**config.mk**
```make
export PLATFORM = sky130hd
export DESIGN_NAME = timer_compare_capture_regs
export DESIGN_NICKNAME = d
export VERILOG_FILES = /design/src/tcc_pkg.sv /design/src/timer_compare_capture_regs.sv
export SDC_FILE = /design/constraint.sdc
export NUM_CORES = 1
export LEC_CHECK = 0
export ABC_AREA = 1
export BUFFER_PORTS_ARGS = -buffer_cell sky130_fd_sc_hd__buf_2
export CORE_MARGIN = 5
export CORE_UTILIZATION = 57
export CTS_CLUSTER_DIAMETER = 50
export DETAILED_ROUTE_END_ITERATION = 10
export PLACE_DENSITY = 0.95
export SYNTH_ARGS = -nofsm -noshare
export SYNTH_HDL_FRONTEND = slang
export SYNTH_SLANG_ARGS = --single-unit
```
**constraint.sdc**
```tcl
create_clock -name clk -period 2.7 [get_ports clk]
set_input_delay 0.135 -clock clk [delete_from_list [all_inputs] [get_ports clk]]
set_output_delay 0.135 -clock clk [all_outputs]
set_load 0.01 [all_outputs]
```
**src/tcc_pkg.sv**
```systemverilog
// Constants, address map and carrier types for the timer compare/capture registers
package tcc_pkg;

  localparam int unsigned DATA_W      = 8;
  localparam int unsigned REG_W       = 16;
  localparam int unsigned NUM_REGS    = 5;

  // Address forms
  localparam logic [7:0]  IO_LOW_MAX  = 8'h3F;
  localparam logic [7:0]  IO_DATA_OFS = 8'h20;
  localparam logic [7:0]  EXT_IO_BASE = 8'h60;

  // I/O offsets of the low range
  localparam logic [7:0]  CAP1_LO_OFS = 8'h26;
  localparam logic [7:0]  CAP1_HI_OFS = 8'h27;

  // Data-space addresses of every low byte; high byte sits one above
  localparam logic [7:0]  CAP1_LO_ADDR  = CAP1_LO_OFS + IO_DATA_OFS;
  localparam logic [7:0]  CMP1C_LO_ADDR = 8'h78;
  localparam logic [7:0]  CMP1C_HI_ADDR = 8'h79;
  localparam logic [7:0]  CMP3C_LO_ADDR = 8'h82;
  localparam logic [7:0]  CMP3C_HI_ADDR = 8'h83;
  localparam logic [7:0]  CMP3B_LO_ADDR = 8'h84;
  localparam logic [7:0]  CMP3B_HI_ADDR = 8'h85;
  localparam logic [7:0]  CMP3A_LO_ADDR = 8'h86;
  localparam logic [7:0]  CMP3A_HI_ADDR = 8'h87;

  // Storage index of each 16-bit register
  localparam int unsigned CAP1_IDX  = 0;
  localparam int unsigned CMP1C_IDX = 1;
  localparam int unsigned CMP3C_IDX = 2;
  localparam int unsigned CMP3B_IDX = 3;
  localparam int unsigned CMP3A_IDX = 4;

  localparam logic [NUM_REGS-1:0][7:0] LO_ADDR = {
    CMP3A_LO_ADDR, CMP3B_LO_ADDR, CMP3C_LO_ADDR, CMP1C_LO_ADDR, CAP1_LO_ADDR
  };

  localparam logic [15:0] REG_RESET   = 16'h0000;
  localparam logic [7:0]  TEMP_RESET  = 8'h00;
  localparam logic [7:0]  RDATA_IDLE  = 8'h00;

  typedef struct packed {
    logic       rd;
    logic       wr;
    logic       io_form;
    logic [7:0] addr;
    logic [7:0] wdata;
  } bus_req_t;

  typedef struct packed {
    logic [15:0] cmp1_c;
    logic [15:0] cmp3_a;
    logic [15:0] cmp3_b;
    logic [15:0] cmp3_c;
  } compare_vals_t;

endpackage

```
**src/timer_compare_capture_regs.sv**
```systemverilog
// Compare and capture registers of two 16-bit timers with shared high-byte latch
// Summary of operation
// - A detected edge on the capture pin loads the capture register with the counter value unless capture_as_top is set.
// - Timer 1 may take its capture trigger from the comparator output instead of the pin.
// - The capture register value is offered as the counter top limit when a mode selects it.
// - Capture reads return both bytes from one instant through an 8-bit high-byte latch.
// - One latch serves all 16-bit registers, so software must not interleave 16-bit accesses.
// - A low-range register reached through data space sits at its offset plus 0x20.
`timescale 1ns/1ps
`default_nettype none

module timer_compare_capture_regs #(
  parameter int unsigned CNT_W = tcc_pkg::REG_W
) (
  input  wire logic                   clk,
  input  wire logic                   resetn,
  input  wire tcc_pkg::bus_req_t      bus_req,
  output logic [tcc_pkg::DATA_W-1:0]  rdata,
  input  wire logic [CNT_W-1:0]       counter_value,
  input  wire logic                   capture_trigger_pin,
  input  wire logic                   comparator_out,
  input  wire logic                   use_comparator,
  input  wire logic                   capture_rising_edge,
  input  wire logic                   capture_as_top,
  output logic [CNT_W-1:0]            capture_top,
  output logic                        capture_event,
  output tcc_pkg::compare_vals_t      compare_vals
);

  if (CNT_W != 2 * tcc_pkg::DATA_W) begin : g_bad_width
    $error("CNT_W must be twice the bus width");
  end

  // Synchronisers: stage 1 feeds stage 2 only; stage 3 is kept for edges
  logic [2:0] pin_sync_q;
  logic [2:0] pin_sync_d;
  logic [2:0] cmp_sync_q;
  logic [2:0] cmp_sync_d;
  logic       pin_edge;
  logic       cmp_edge;
  logic       trig_edge;
  logic       cap_evt_q;
  logic       cap_evt_d;
  logic [2:0] arm_q;
  logic [2:0] arm_d;

  always_comb begin
    pin_sync_d = {pin_sync_q[1:0], capture_trigger_pin};
    cmp_sync_d = {cmp_sync_q[1:0], comparator_out};
    pin_edge   = capture_rising_edge ? (pin_sync_q[1] & ~pin_sync_q[2])
                                     : (~pin_sync_q[1] & pin_sync_q[2]);
    cmp_edge   = capture_rising_edge ? (cmp_sync_q[1] & ~cmp_sync_q[2])
                                     : (~cmp_sync_q[1] & cmp_sync_q[2]);
    // Edges ignored until stage 3 holds a real sample, else a high pin fakes one after reset
    arm_d      = {arm_q[1:0], 1'b1};
    trig_edge  = arm_q[2] & (use_comparator ? cmp_edge : pin_edge);
    // Capture is frozen while the register defines the top, else top would move
    cap_evt_d  = trig_edge & ~capture_as_top;
  end

  always_ff @(posedge clk or negedge resetn) begin
    if (!resetn) begin
      pin_sync_q <= 3'h0;
      cmp_sync_q <= 3'h0;
      cap_evt_q  <= 1'b0;
      arm_q      <= 3'h0;
    end else begin
      pin_sync_q <= pin_sync_d;
      cmp_sync_q <= cmp_sync_d;
      cap_evt_q  <= cap_evt_d;
      arm_q      <= arm_d;
    end
  end

  // Address decode for both access forms
  logic [7:0]                   eff_addr;
  logic                         addr_ok;
  logic                         is_hi;
  logic [tcc_pkg::NUM_REGS-1:0] hit;
  logic                         any_hit;

  always_comb begin
    eff_addr = bus_req.io_form ? 8'(bus_req.addr + tcc_pkg::IO_DATA_OFS) : bus_req.addr;
    // Short form beyond the low range is ignored
    addr_ok  = ~bus_req.io_form || (bus_req.addr <= tcc_pkg::IO_LOW_MAX);
    is_hi    = eff_addr[0];
    for (int i = 0; i < tcc_pkg::NUM_REGS; i++) begin
      hit[i] = addr_ok && (eff_addr[7:1] == tcc_pkg::LO_ADDR[i][7:1]);
    end
    any_hit  = |hit;
  end

  // Register storage
  logic [CNT_W-1:0] regs_q [tcc_pkg::NUM_REGS];
  logic [CNT_W-1:0] regs_d [tcc_pkg::NUM_REGS];
  logic [7:0]       temp_q;
  logic [7:0]       temp_d;
  logic [7:0]       rdata_q;
  logic [7:0]       rdata_d;
  logic [CNT_W-1:0] sel_val;

  for (genvar g = 0; g < tcc_pkg::NUM_REGS; g++) begin : g_reg
    always_comb begin
      regs_d[g] = regs_q[g];
      if (bus_req.wr && hit[g] && !is_hi) begin
        regs_d[g] = {temp_q, bus_req.wdata};
      end
      // A hardware capture beats a same-cycle software write
      if ((g == tcc_pkg::CAP1_IDX) && cap_evt_q) begin
        regs_d[g] = counter_value;
      end
    end

    always_ff @(posedge clk or negedge resetn) begin
      if (!resetn) begin
        regs_q[g] <= tcc_pkg::REG_RESET;
      end else begin
        regs_q[g] <= regs_d[g];
      end
    end
  end

  always_comb begin
    sel_val = '0;
    for (int i = 0; i < tcc_pkg::NUM_REGS; i++) begin
      if (hit[i]) begin
        sel_val = regs_q[i];
      end
    end
    // Single latch for every register
    temp_d = temp_q;
    if (bus_req.wr && any_hit && is_hi) begin
      temp_d = bus_req.wdata;
    end else if (bus_req.rd && any_hit && !is_hi) begin
      temp_d = sel_val[15:8];
    end
    rdata_d = rdata_q;
    if (bus_req.rd) begin
      if (!any_hit) begin
        rdata_d = tcc_pkg::RDATA_IDLE;
      end else if (is_hi) begin
        rdata_d = temp_q;
      end else begin
        rdata_d = sel_val[7:0];
      end
    end
  end

  always_ff @(posedge clk or negedge resetn) begin
    if (!resetn) begin
      temp_q  <= tcc_pkg::TEMP_RESET;
      rdata_q <= tcc_pkg::RDATA_IDLE;
    end else begin
      temp_q  <= temp_d;
      rdata_q <= rdata_d;
    end
  end

  assign rdata               = rdata_q;
  assign capture_top         = regs_q[tcc_pkg::CAP1_IDX];
  assign capture_event       = cap_evt_q;
  // One driver for the whole carrier
  assign compare_vals = '{
    cmp1_c: regs_q[tcc_pkg::CMP1C_IDX],
    cmp3_a: regs_q[tcc_pkg::CMP3A_IDX],
    cmp3_b: regs_q[tcc_pkg::CMP3B_IDX],
    cmp3_c: regs_q[tcc_pkg::CMP3C_IDX]
  };
endmodule

`default_nettype wire

```
==> impl_metrics.toml, run 1 <==
[yosys]
yosysWarnings = 0
avgSynthCellArea_um2 = 7.94
synth_xor_xnor_area_share_pct = 0
synth_compound_area_share_pct = 13.1
yosysUniqueCellTypes = 31
yosys.area_share.simple_pct = 27.7
synth_mux_area_share_pct = 0
synthAdderAreaFrac_pct = 0.246
synth_area_um2 = 5090
syn-num-nets = 684
ys_seq_area_share_pct = 52.1
synth_top_family_by_area = "simple AND/OR/NAND/NOR gates"
synth_cells = 641
ys_ff_latch = 106

[grt]
overflow = 0
first_global_vias = 5065
grt_util_all_layers_pct = 29.4
grt_max_degree = 66
antenna_found_initial = 0
grt_pass1_wl_um = 25600

[power_and_ir_drop]
power.leakage_nw = 3.25
p_per_area_nw_per_um2 = 533
p_total_mw = 3.24
vdd.ir_drop.worst_uv = 267

[critical_path]
crit_path_cell_trace = "buf_2 > ha_1 > nand2_1 > nand2_1 > nand2_1 > nand2_2 > nor2_1 > nand2_1 > buf_4 > nand2_1 > o21ai_0"
critPathKind = "input pin to register"
path_delay_family = "simple AND/OR/NAND/NOR gates"
crit_path_end_kind = "register"
rr_startpoint = "capture_event$_DFF_PN0_"
crit_buf_inv = 2
slowest_delay_ns = 0.40
cp-start-kind = "input pin"
worst-path-max-fanout = 18
r2r_cells = 4
cp.arrival_ns = 2.16
cp_common_cell = "nand2_1"
worstPathRequired_ns = 2.95
cp-startpoint = "bus_req[13]"
critical_path_depth = 11
slowest_stage = "nand2_1"

[sta]
setup_tns_ns = 0
rsz0062_at_grt = "no"
setup_slack_ns = 0.793
fmaxAchievable_mhz = 524
min_period_ns = 1.91
hold_violations = 0
tightest_slew_ns = 0.838
timing.final.crit_share_pct = 70.6
slew_headroom_pct = 44.2
setup-violations-final = 0
drv_slew = 0
skew_ns = 0.00964

[clock_network]
clk_latency_ns = 0.39
cts_sinks = 106
clock-root-buffer = "clkbuf_8"
cts.repair.resized = 0
clockBufferDepth = 2
cts_tree = "yes"
h-tree-depth = 3
clk_pin_slew_worst_paths_ns = 0.10
cts_made_buffers = 9

[finish]
fillCellCount = 699
layout.nets = 817
mostFrequentLayoutCell = "nand2_1"
layout-area-overhead-vs-synth_pct = 19.5
final_cell_mix = "nand2_1 (226), buf_2 (129), dfrtp_1 (106)"
stdcell_count = 887
multiInputGateArea_um2 = 2100
drive_above_1_share_pct = 23.5
regArea_um2 = 2650
diodes = 0

[floorplanning]
die-height_um = 104
coreArea_um2 = 8720
dieArea_um2 = 10900
row_count = 34
die_w_um = 104
initial_core_util_pct = 58.4
ioPinCount = 131

[detailed_routing]
vias_per_cell = 5.92
detail_route.wl_per_cell_um = 18.3
detail-route-antenna-nets = 0
drt-initial-drc-count = 603
dr.pass1.iters = 6
vias = 5253
drt-total-wl_um = 16200
drc = 0

[min_path]
min_path_cells = 3
min_from = "counter_value[0]"
hold_class = "input pin to register"

[place]
hpwl_um = 11800
dp_slack_ns = 0.506
dp.cells = 864
globalplace.congestion = 0.957
numPortBuffers = 130

[flow_run]
max-cap-violations = 0

[outcome]
outcome = "completed"
flip-flops by register name (all words and copies together) (netlist names):
name / count
temp_q: 8
pin_sync_q: 3
capture_event: 1
cmp_sync_q: 3
arm_q: 3
compare_vals: 64
capture_top: 16
rdata: 8
final cells by class:
type                       instances  share of cell area (%)
sequential                       106                    43.6
multi-input combinational        456                    34.5
clock inverter                     7                    1.38
clock buffer                       9                    2.04
inverter                          58                    3.66
tap                              108                    2.22
timing repair buffer             143                    12.6
stage by stage:
step	util, %	instance area, µm²	hold slack (ns)
3_5_place_dp	66.6	5800	0.249
4_1_cts	69.7	6080	0.00842
3_3_place_gp	66.6	5800	0.245
5_1_grt	69.7	6080	0.0154
6_report	69.7	6080	0.00908
2_1_floorplan	-	5090	-0.161
cell usage after synthesis (all sizes together):
cell type,number,area (µm²)
nor3,3,20.0
o21ai,80,404
inv,56,210
ha,1,12.5
or2,6,37.5
conb,1,3.75
nand2,234,898
clkbuf,12,45.0
nor2,33,151
nand4,7,43.8
o211ai,3,22.5
dfrtp,106,2650
nand3,44,260
a211oi,1,7.51
o22ai,12,75.1
clkinv,2,12.5
a2111oi,1,8.76
buf,9,72.6
a21oi,30,150
timing repair:
item | 4_1_cts | 5_1_grt
setup buffers | 0 | 0
hold buffers | 7 | 0
endpoints found under the hold margin | 68 | 0
report_power, final:
part	switching [mW]	total (mW)	internal, mW
Combinational	0.285	0.441	0.156
Sequential	0.0785	1.76	1.68
Clock	0.596	1.04	0.449
Total	0.960	3.24	2.28
tightest hold or removal path, stage by stage:
cell and delay [ns]:
buf_2 0.08, nand2_1 0.05, o211ai_1 0.09
final timing paths:
check | slack (ns) | to
worst min register to register | 0.36 | arm_q[2]$_DFF_PN0_
min in group asynchronous | 0.38 | compare_vals[33]$_DFFE_PN0P_
worst max register to register | 0.85 | capture_top[5]$_DFFE_PN0P_
max in group asynchronous | 1.48 | compare_vals[9]$_DFFE_PN0P_
worst min-delay path | 0.009 | capture_top[0]$_DFFE_PN0P_
worst max-delay path | 0.79 | compare_vals[53]$_DFFE_PN0P_
routing by layer:
metal	vias to the layer above	wire, µm	global-route usage [%]
li1	2343	-	-
met1	2440	6090	38.8
met2	407	7730	48.3
met3	63	1770	5.40
met4	0	628	11.0
met5	-	0	0
kinds of logic (layout without fill, tap and decap cells):
group | count (synthesis) | count (layout)
other | 1 | 1
DFF | 106 | 106
buffers and inverters | 79 | 217
and+or+nand+nor | 327 | 327
adders and majority gates | 1 | 1
AOI/OAI and AO/OA | 127 | 127
Note: power is estimated with default switching activity, not from simulation.
==> run 2, diff against run 1 <==
--- a/config.mk
+++ b/config.mk
@@ -8,10 +8,10 @@
 export ABC_AREA = 1
 export BUFFER_PORTS_ARGS = -buffer_cell sky130_fd_sc_hd__buf_2
 export CORE_MARGIN = 5
-export CORE_UTILIZATION = 57
+export CORE_UTILIZATION = 48
 export CTS_CLUSTER_DIAMETER = 50
 export DETAILED_ROUTE_END_ITERATION = 10
-export PLACE_DENSITY = 0.95
+export PLACE_DENSITY = 0.86
 export SYNTH_ARGS = -nofsm -noshare
 export SYNTH_HDL_FRONTEND = slang
 export SYNTH_SLANG_ARGS = --single-unit
==> constraint.sdc (replaced) <==
create_clock -name clk -period 1.5 [get_ports clk]
set_input_delay 0.075 -clock clk [delete_from_list [all_inputs] [get_ports clk]]
set_output_delay 0.075 -clock clk [all_outputs]
set_load 0.01 [all_outputs]
==> run 2 against run 1 <==
Against the previous run:
- final area rose by 12%
- cell count rose by 10%
- via count fell by 0.25%
- global-route usage fell by 4.9 points
- routed wire length fell by 1.1%
- largest power group unchanged
- register-to-register slack got worse by 0.56 ns
==> impl_metrics.toml, run 2 (synthesized netlist as in run 1, its figures left out) <==
[detailed_routing]
vias_per_cell = 5.36
drt-initial-drc-count = 521
dr.pass1.iters = 5
drt-total-wl_um = 16000
detail_route.wl_per_cell_um = 16.4
vias = 5240
detail-route-antenna-nets = 0
drc = 0

[finish]
mostFrequentLayoutCell = "nand2_1"
largest_reg_flops = 64
diodes = 0
layout-area-overhead-vs-synth_pct = 33.4
final_cell_mix = "nand2_1 (219), buf_2 (129), dfrtp_1 (106)"
layout.nets = 880
drive_above_1_share_pct = 28.9
stdcell_area_um2 = 6790

[power_and_ir_drop]
vdd.ir_drop.worst_uv = 517
power.leakage_nw = 3.61
p_per_area_nw_per_um2 = 871
p_sw_mw = 1.70
intPower_mw = 4.21
sw_frac_of_total_pct = 28.8
pwr-share-clk_pct = 31.7
seqPwrFrac_pct = 53.4
p_total_mw = 5.91
comb_power_share_pct = 14.8

[grt]
antenna_found_initial = 0
overflow = 0
grt_util_all_layers_pct = 24.5
first_global_vias = 4880
grt_max_degree = 52
grt_pass1_wl_um = 24900

[min_path]
min_path_cells = 3
min_to = "capture_top[8]$_DFFE_PN0P_"
min_from = "counter_value[8]"
hold_class = "input pin to register"

[floorplanning]
row_count = 37
die_w_um = 113
coreArea_um2 = 10300
dieArea_um2 = 12800
ioPinCount = 131
die-height_um = 113
initial_core_util_pct = 49.3

[critical_path]
rrSetupSlack_ns = 0.29
crit_path_cell_trace = "buf_2 > ha_4 > inv_1 > nand2_1 > nand2_2 > nand3_4 > nor2_4 > nand2_4 > buf_4 > or2_2 > nand2_1 > nand2_1 > nand2_1 > nand2_1"
r2r_end = "capture_top[9]$_DFFE_PN0P_"
slowest_delay_ns = 0.26
rr_startpoint = "capture_event$_DFF_PN0_"
critPathKind = "input pin to register"
slowest_stage = "or2_2"
cp_common_cell = "nand2_1"
cp-start-kind = "input pin"
r2r_cells = 4
worst-path-max-fanout = 6
cp.arrival_ns = 1.72
path_delay_family = "simple AND/OR/NAND/NOR gates"
crit_path_end_kind = "register"
crit_buf_inv = 3
worstPathRequired_ns = 1.78

[clock_network]
clockBufferDepth = 2
cts_made_buffers = 9
clock-root-buffer = "clkbuf_8"
cts_tree = "yes"
clk_pin_slew_worst_paths_ns = 0.11
cts_sinks = 106
clk_latency_ns = 0.38
h-tree-depth = 3

[place]
numPortBuffers = 130
hpwl_um = 11800
globalplace.congestion = 0.972
dpl_cell_area_um2 = 6210

[sta]
skew_ns = 0.0120
fmaxAchievable_mhz = 698
rsz0062_at_grt = "yes"
setup-violations-final = 0
timing.final.crit_share_pct = 95.5
hold_violations = 0
min_period_ns = 1.43
drv_slew = 0

[outcome]
outcome = "completed"

[flow_run]
max-cap-violations = 0
[run 2: worst register-to-register path: stages (launching register included)]
cell and delay, ns:
dfrtp_1 0.50, inv_1 0.11, buf_4 0.21, o22ai_1 0.19, a21oi_1 0.07
[run 2: per-stage QoR]
stage	cells	worst slack (ns)	setup TNS, ns	hold slack (ns)	util (%)
floorplan	641	0.00718	0	-0.221	-
global placement	935	-0.342	-12.82	-0.00858	60.2
detailed placement	935	-0.354	-15.35	-0.00461	60.2
CTS	971	0.0111	0	0.00244	64.1
global route	978	-0.0135	-0.0182	-0.00211	65.7
finish	978	0.0672	0	0.00252	65.7
[run 2: worst max path at each step]
stage / start / to / slack (ns) / depth (start not counted)
finish: bus_req[13] / rdata[4]$_DFFE_PN0P_ / 0.07 / 14
global route: bus_req[13] / temp_q[7]$_DFFE_PN0P_ / -0.01 / 16
CTS: bus_req[13] / temp_q[3]$_DFFE_PN0P_ / 0.01 / 14
detailed placement: bus_req[13] / temp_q[7]$_DFFE_PN0P_ / -0.35 / 16
floorplan: bus_req[13] / temp_q[2]$_DFFE_PN0P_ / 0.007 / 14
global placement: bus_req[13] / temp_q[2]$_DFFE_PN0P_ / -0.34 / 16
[run 2: final cells by class]
class / instances / area (µm²)
Tap cell: 136 / 170
Inverter: 58 / 225
Sequential cell: 106 / 2650
Fill cell: 840 / 3540
Multi-Input combinational cell: 458 / 2190
Timing Repair Buffer: 204 / 1340
Clock buffer: 10 / 138
Clock inverter: 6 / 72.6
[run 2: per-layer routing]
metal | global-route usage (%) | vias up | wire, µm
li1 | - | 2480 | -
met1 | 33.1 | 2440 | 6380
met2 | 39.5 | 276 | 7670
met3 | 4.97 | 44 | 1410
met4 | 8.73 | 0 | 579
met5 | 0 | - | 0
[run 2: power by group through the flow]
stage	Sequential [mW]	Clock [mW]	Combinational (mW)
2_1_floorplan	3.24	0	0.330
6_report	3.16	1.88	0.875
3_3_place_gp	3.20	0	0.788
5_1_grt	3.18	2.00	0.966
3_5_place_dp	3.21	0	0.807
4_1_cts	3.15	1.88	0.856
[run 2: what timing repair did]
action,in CTS,in global routing
endpoints found under the setup margin,0,27
hold endpoints to repair,120,1
setup buffers,0,3
hold buffers,20,1
resized for setup,0,23
==> run 3, diff against run 2 <==
--- a/config.mk
+++ b/config.mk
@@ -5,10 +5,10 @@
 export SDC_FILE = /design/constraint.sdc
 export NUM_CORES = 1
 export LEC_CHECK = 0
-export ABC_AREA = 1
 export BUFFER_PORTS_ARGS = -buffer_cell sky130_fd_sc_hd__buf_2
 export CORE_MARGIN = 5
 export CORE_UTILIZATION = 48
+export CTS_BUF_LIST = sky130_fd_sc_hd__clkbuf_4 sky130_fd_sc_hd__clkbuf_8 sky130_fd_sc_hd__clkbuf_16
 export CTS_CLUSTER_DIAMETER = 50
 export DETAILED_ROUTE_END_ITERATION = 10
 export PLACE_DENSITY = 0.86
==> run 3 against run 2 <==
Against the previous run:
- the run now ends with negative setup slack left
- hold slack improved by 0.014 ns
- sequential power increased by 3%
- maximum frequency down 22%
- largest cell class is now multi-input combinational cells
- clock-buffer cell count decreased by 1
- non-clock buffer count is 11 higher
- first-iteration DRC count shrank 23%
- highest routed layer unchanged
==> impl_metrics.toml, run 3 <==
[finish]
stdcell_count = 752
drive_above_1_share_pct = 52.8
final_cell_mix = "buf_2 (127), dfrtp_1 (106), mux2_4 (64)"
layout.nets = 655
largest_reg_flops = 64
layout-area-overhead-vs-synth_pct = 43.7
mostFrequentLayoutCell = "buf_2"
stdcell_area_um2 = 7300
diodes = 0

[yosys]
yosysWarnings = 0
synth_edf_count = 0
synth_area_um2 = 5080
synth_top_flop_cell = "dfrtp_1"
yosysUniqueCellTypes = 48
ys_async_sr_fraction_pct = 100
ys_seq_area_share_pct = 52.2
avgSynthCellArea_um2 = 12.4
netlist_top_cells_area = "dfrtp_1 (52%), mux2_2 (15%), mux2i_1 (6.9%)"
ys_ff_latch = 106
synth_most_common_cell = "dfrtp_1"
synth_largest_area_cell = "dfrtp_1"
ys_top_cells_by_count = "dfrtp_1 (106), mux2_2 (66), mux2i_1 (35)"
syn-num-nets = 453
synth_cells = 410
synth_top_area_share_pct = 52.2

[critical_path]
r2r_cells = 5
crit_path_end_kind = "register"
rrSetupSlack_ns = 0.03
worst-path-max-fanout = 8
r2r_end = "temp_q[4]$_DFFE_PN0P_"
cp.arrival_ns = 2.14
critPathKind = "input pin to register"
rr_startpoint = "compare_vals[44]$_DFFE_PN0P_"
cp-start-kind = "input pin"
worstPathRequired_ns = 1.80

[place]
hpwl_um = 11400
dpl_cell_area_um2 = 6360
dp.cells = 702
numPortBuffers = 130
globalplace.congestion = 0.876

[clock_network]
cts_sinks = 106
cts_tree = "yes"
clockBufferDepth = 2
clk_latency_ns = 0.38
clk_pin_slew_worst_paths_ns = 0.11
cts_made_buffers = 9
h-tree-depth = 3
clock-root-buffer = "clkbuf_8"

[detailed_routing]
detail-route-antenna-nets = 0
drt-initial-drc-count = 402
detail_route.wl_per_cell_um = 22.9
dr.pass1.iters = 5
vias = 4452
drt-total-wl_um = 17200
drc = 0
vias_per_cell = 5.92

[sta]
slew_headroom_pct = 66.4
setup-violations-final = 89
fmaxAchievable_mhz = 545
rsz0062_at_grt = "yes"
min_period_ns = 1.84
setup_tns_ns = -15.84
timing.final.crit_share_pct = 122
hold_violations = 0
skew_ns = 0.00832
drv_slew = 0
setup_slack_ns = -0.336
tightest_slew_ns = 0.505

[power_and_ir_drop]
power.leakage_nw = 3.54
p_total_mw = 5.91
p_per_area_nw_per_um2 = 809
vdd.ir_drop.worst_uv = 489

[grt]
grt_pass1_wl_um = 26600
overflow = 0
grt_util_all_layers_pct = 26.6
antenna_found_initial = 0
grt_max_degree = 40
first_global_vias = 4826

[min_path]
hold_class = "input pin to register"
min_to = "compare_vals[7]$_DFFE_PN0P_"
min_path_cells = 2
min_from = "bus_req[7]"

[floorplanning]
ioPinCount = 131
die_w_um = 113
coreArea_um2 = 10300
dieArea_um2 = 12700
die-height_um = 113
initial_core_util_pct = 49.2
row_count = 37

[flow_run]
max-cap-violations = 0

[outcome]
violations = "negative setup slack"
outcome = "finished, violations left"
[run 3: layout make-up]
class	instances	area, µm²
Fill cell	652	3020
Timing Repair Buffer	215	1570
Tap cell	136	170
Multi-Input combinational cell	266	2680
Clock buffer	9	124
Clock inverter	6	47.5
Sequential cell	106	2650
Inverter	14	56.3
[run 3: cells by family after synthesis]
group | share of synthesized area [%]
AO/OA/AOI/OAI | 12.4
adder cells (fa/ha/maj) | 0.246
buffers and inverters | 3.67
flip-flops | 52.2
multiplexers | 24.5
other | 0.0738
AND/OR/NAND/NOR | 6.92
[run 3: critical path, stage by stage]
cell	delay [ns]
buf_8	0.10
ha_4	0.23
or4b_4	0.50
o22ai_4	0.16
buf_6	0.15
clkinvlp_4	0.23
buf_6	0.21
o221ai_2	0.18
o2111ai_1	0.18
o21ai_1	0.12
[run 3: where the power goes]
| part | total, mW | internal (mW) | switching [mW] |
|---|---|---|---|
| clock network | 1.63 | 0.616 | 1.02 |
| registers | 3.26 | 3.03 | 0.224 |
| logic | 1.02 | 0.476 | 0.540 |
| total | 5.91 | 4.12 | 1.78 |
[run 3: worst max-delay path by stage]
stage,end,start,slack (ns),depth (start not counted)
2_1_floorplan,compare_vals[10]$_DFFE_PN0P_,bus_req[13],-0.60,7
3_3_place_gp,compare_vals[3]$_DFFE_PN0P_,bus_req[13],-0.69,8
3_5_place_dp,compare_vals[3]$_DFFE_PN0P_,bus_req[13],-0.75,8
4_1_cts,rdata[3]$_DFFE_PN0P_,bus_req[14],-0.25,10
5_1_grt,temp_q[6]$_DFFE_PN0P_,bus_req[14],-0.34,10
6_report,rdata[7]$_DFFE_PN0P_,bus_req[14],-0.34,10
[run 3: metal layers]
layer	routed length (µm)	up-vias	GRT usage, %
met2	8800	241	44.4
met5	0	-	0
li1	-	1908	-
met1	6530	2266	33.6
met3	1570	37	7.22
met4	328	0	8.97
[run 3: per-stage QoR]
| stage | utilization, % | worst slack, ns | hold WS [ns] |
|---|---|---|---|
| after floorplan | - | -0.602 | -0.221 |
| after global placement | 61.6 | -0.687 | 0.0560 |
| after detailed placement | 61.6 | -0.749 | 0.0622 |
| after CTS | 69.8 | -0.248 | 0.000883 |
| after global routing | 70.7 | -0.343 | 0.00483 |
| final | 70.7 | -0.336 | 0.0166 |
[run 3: what timing repair did]
item	in CTS	in global routing
setup buffers	8	4
resized for setup	93	29
endpoints found under the hold margin	54	0
pin swaps	31	18
setup endpoints to repair	96	97
hold buffers	24	0
cloned	4	0
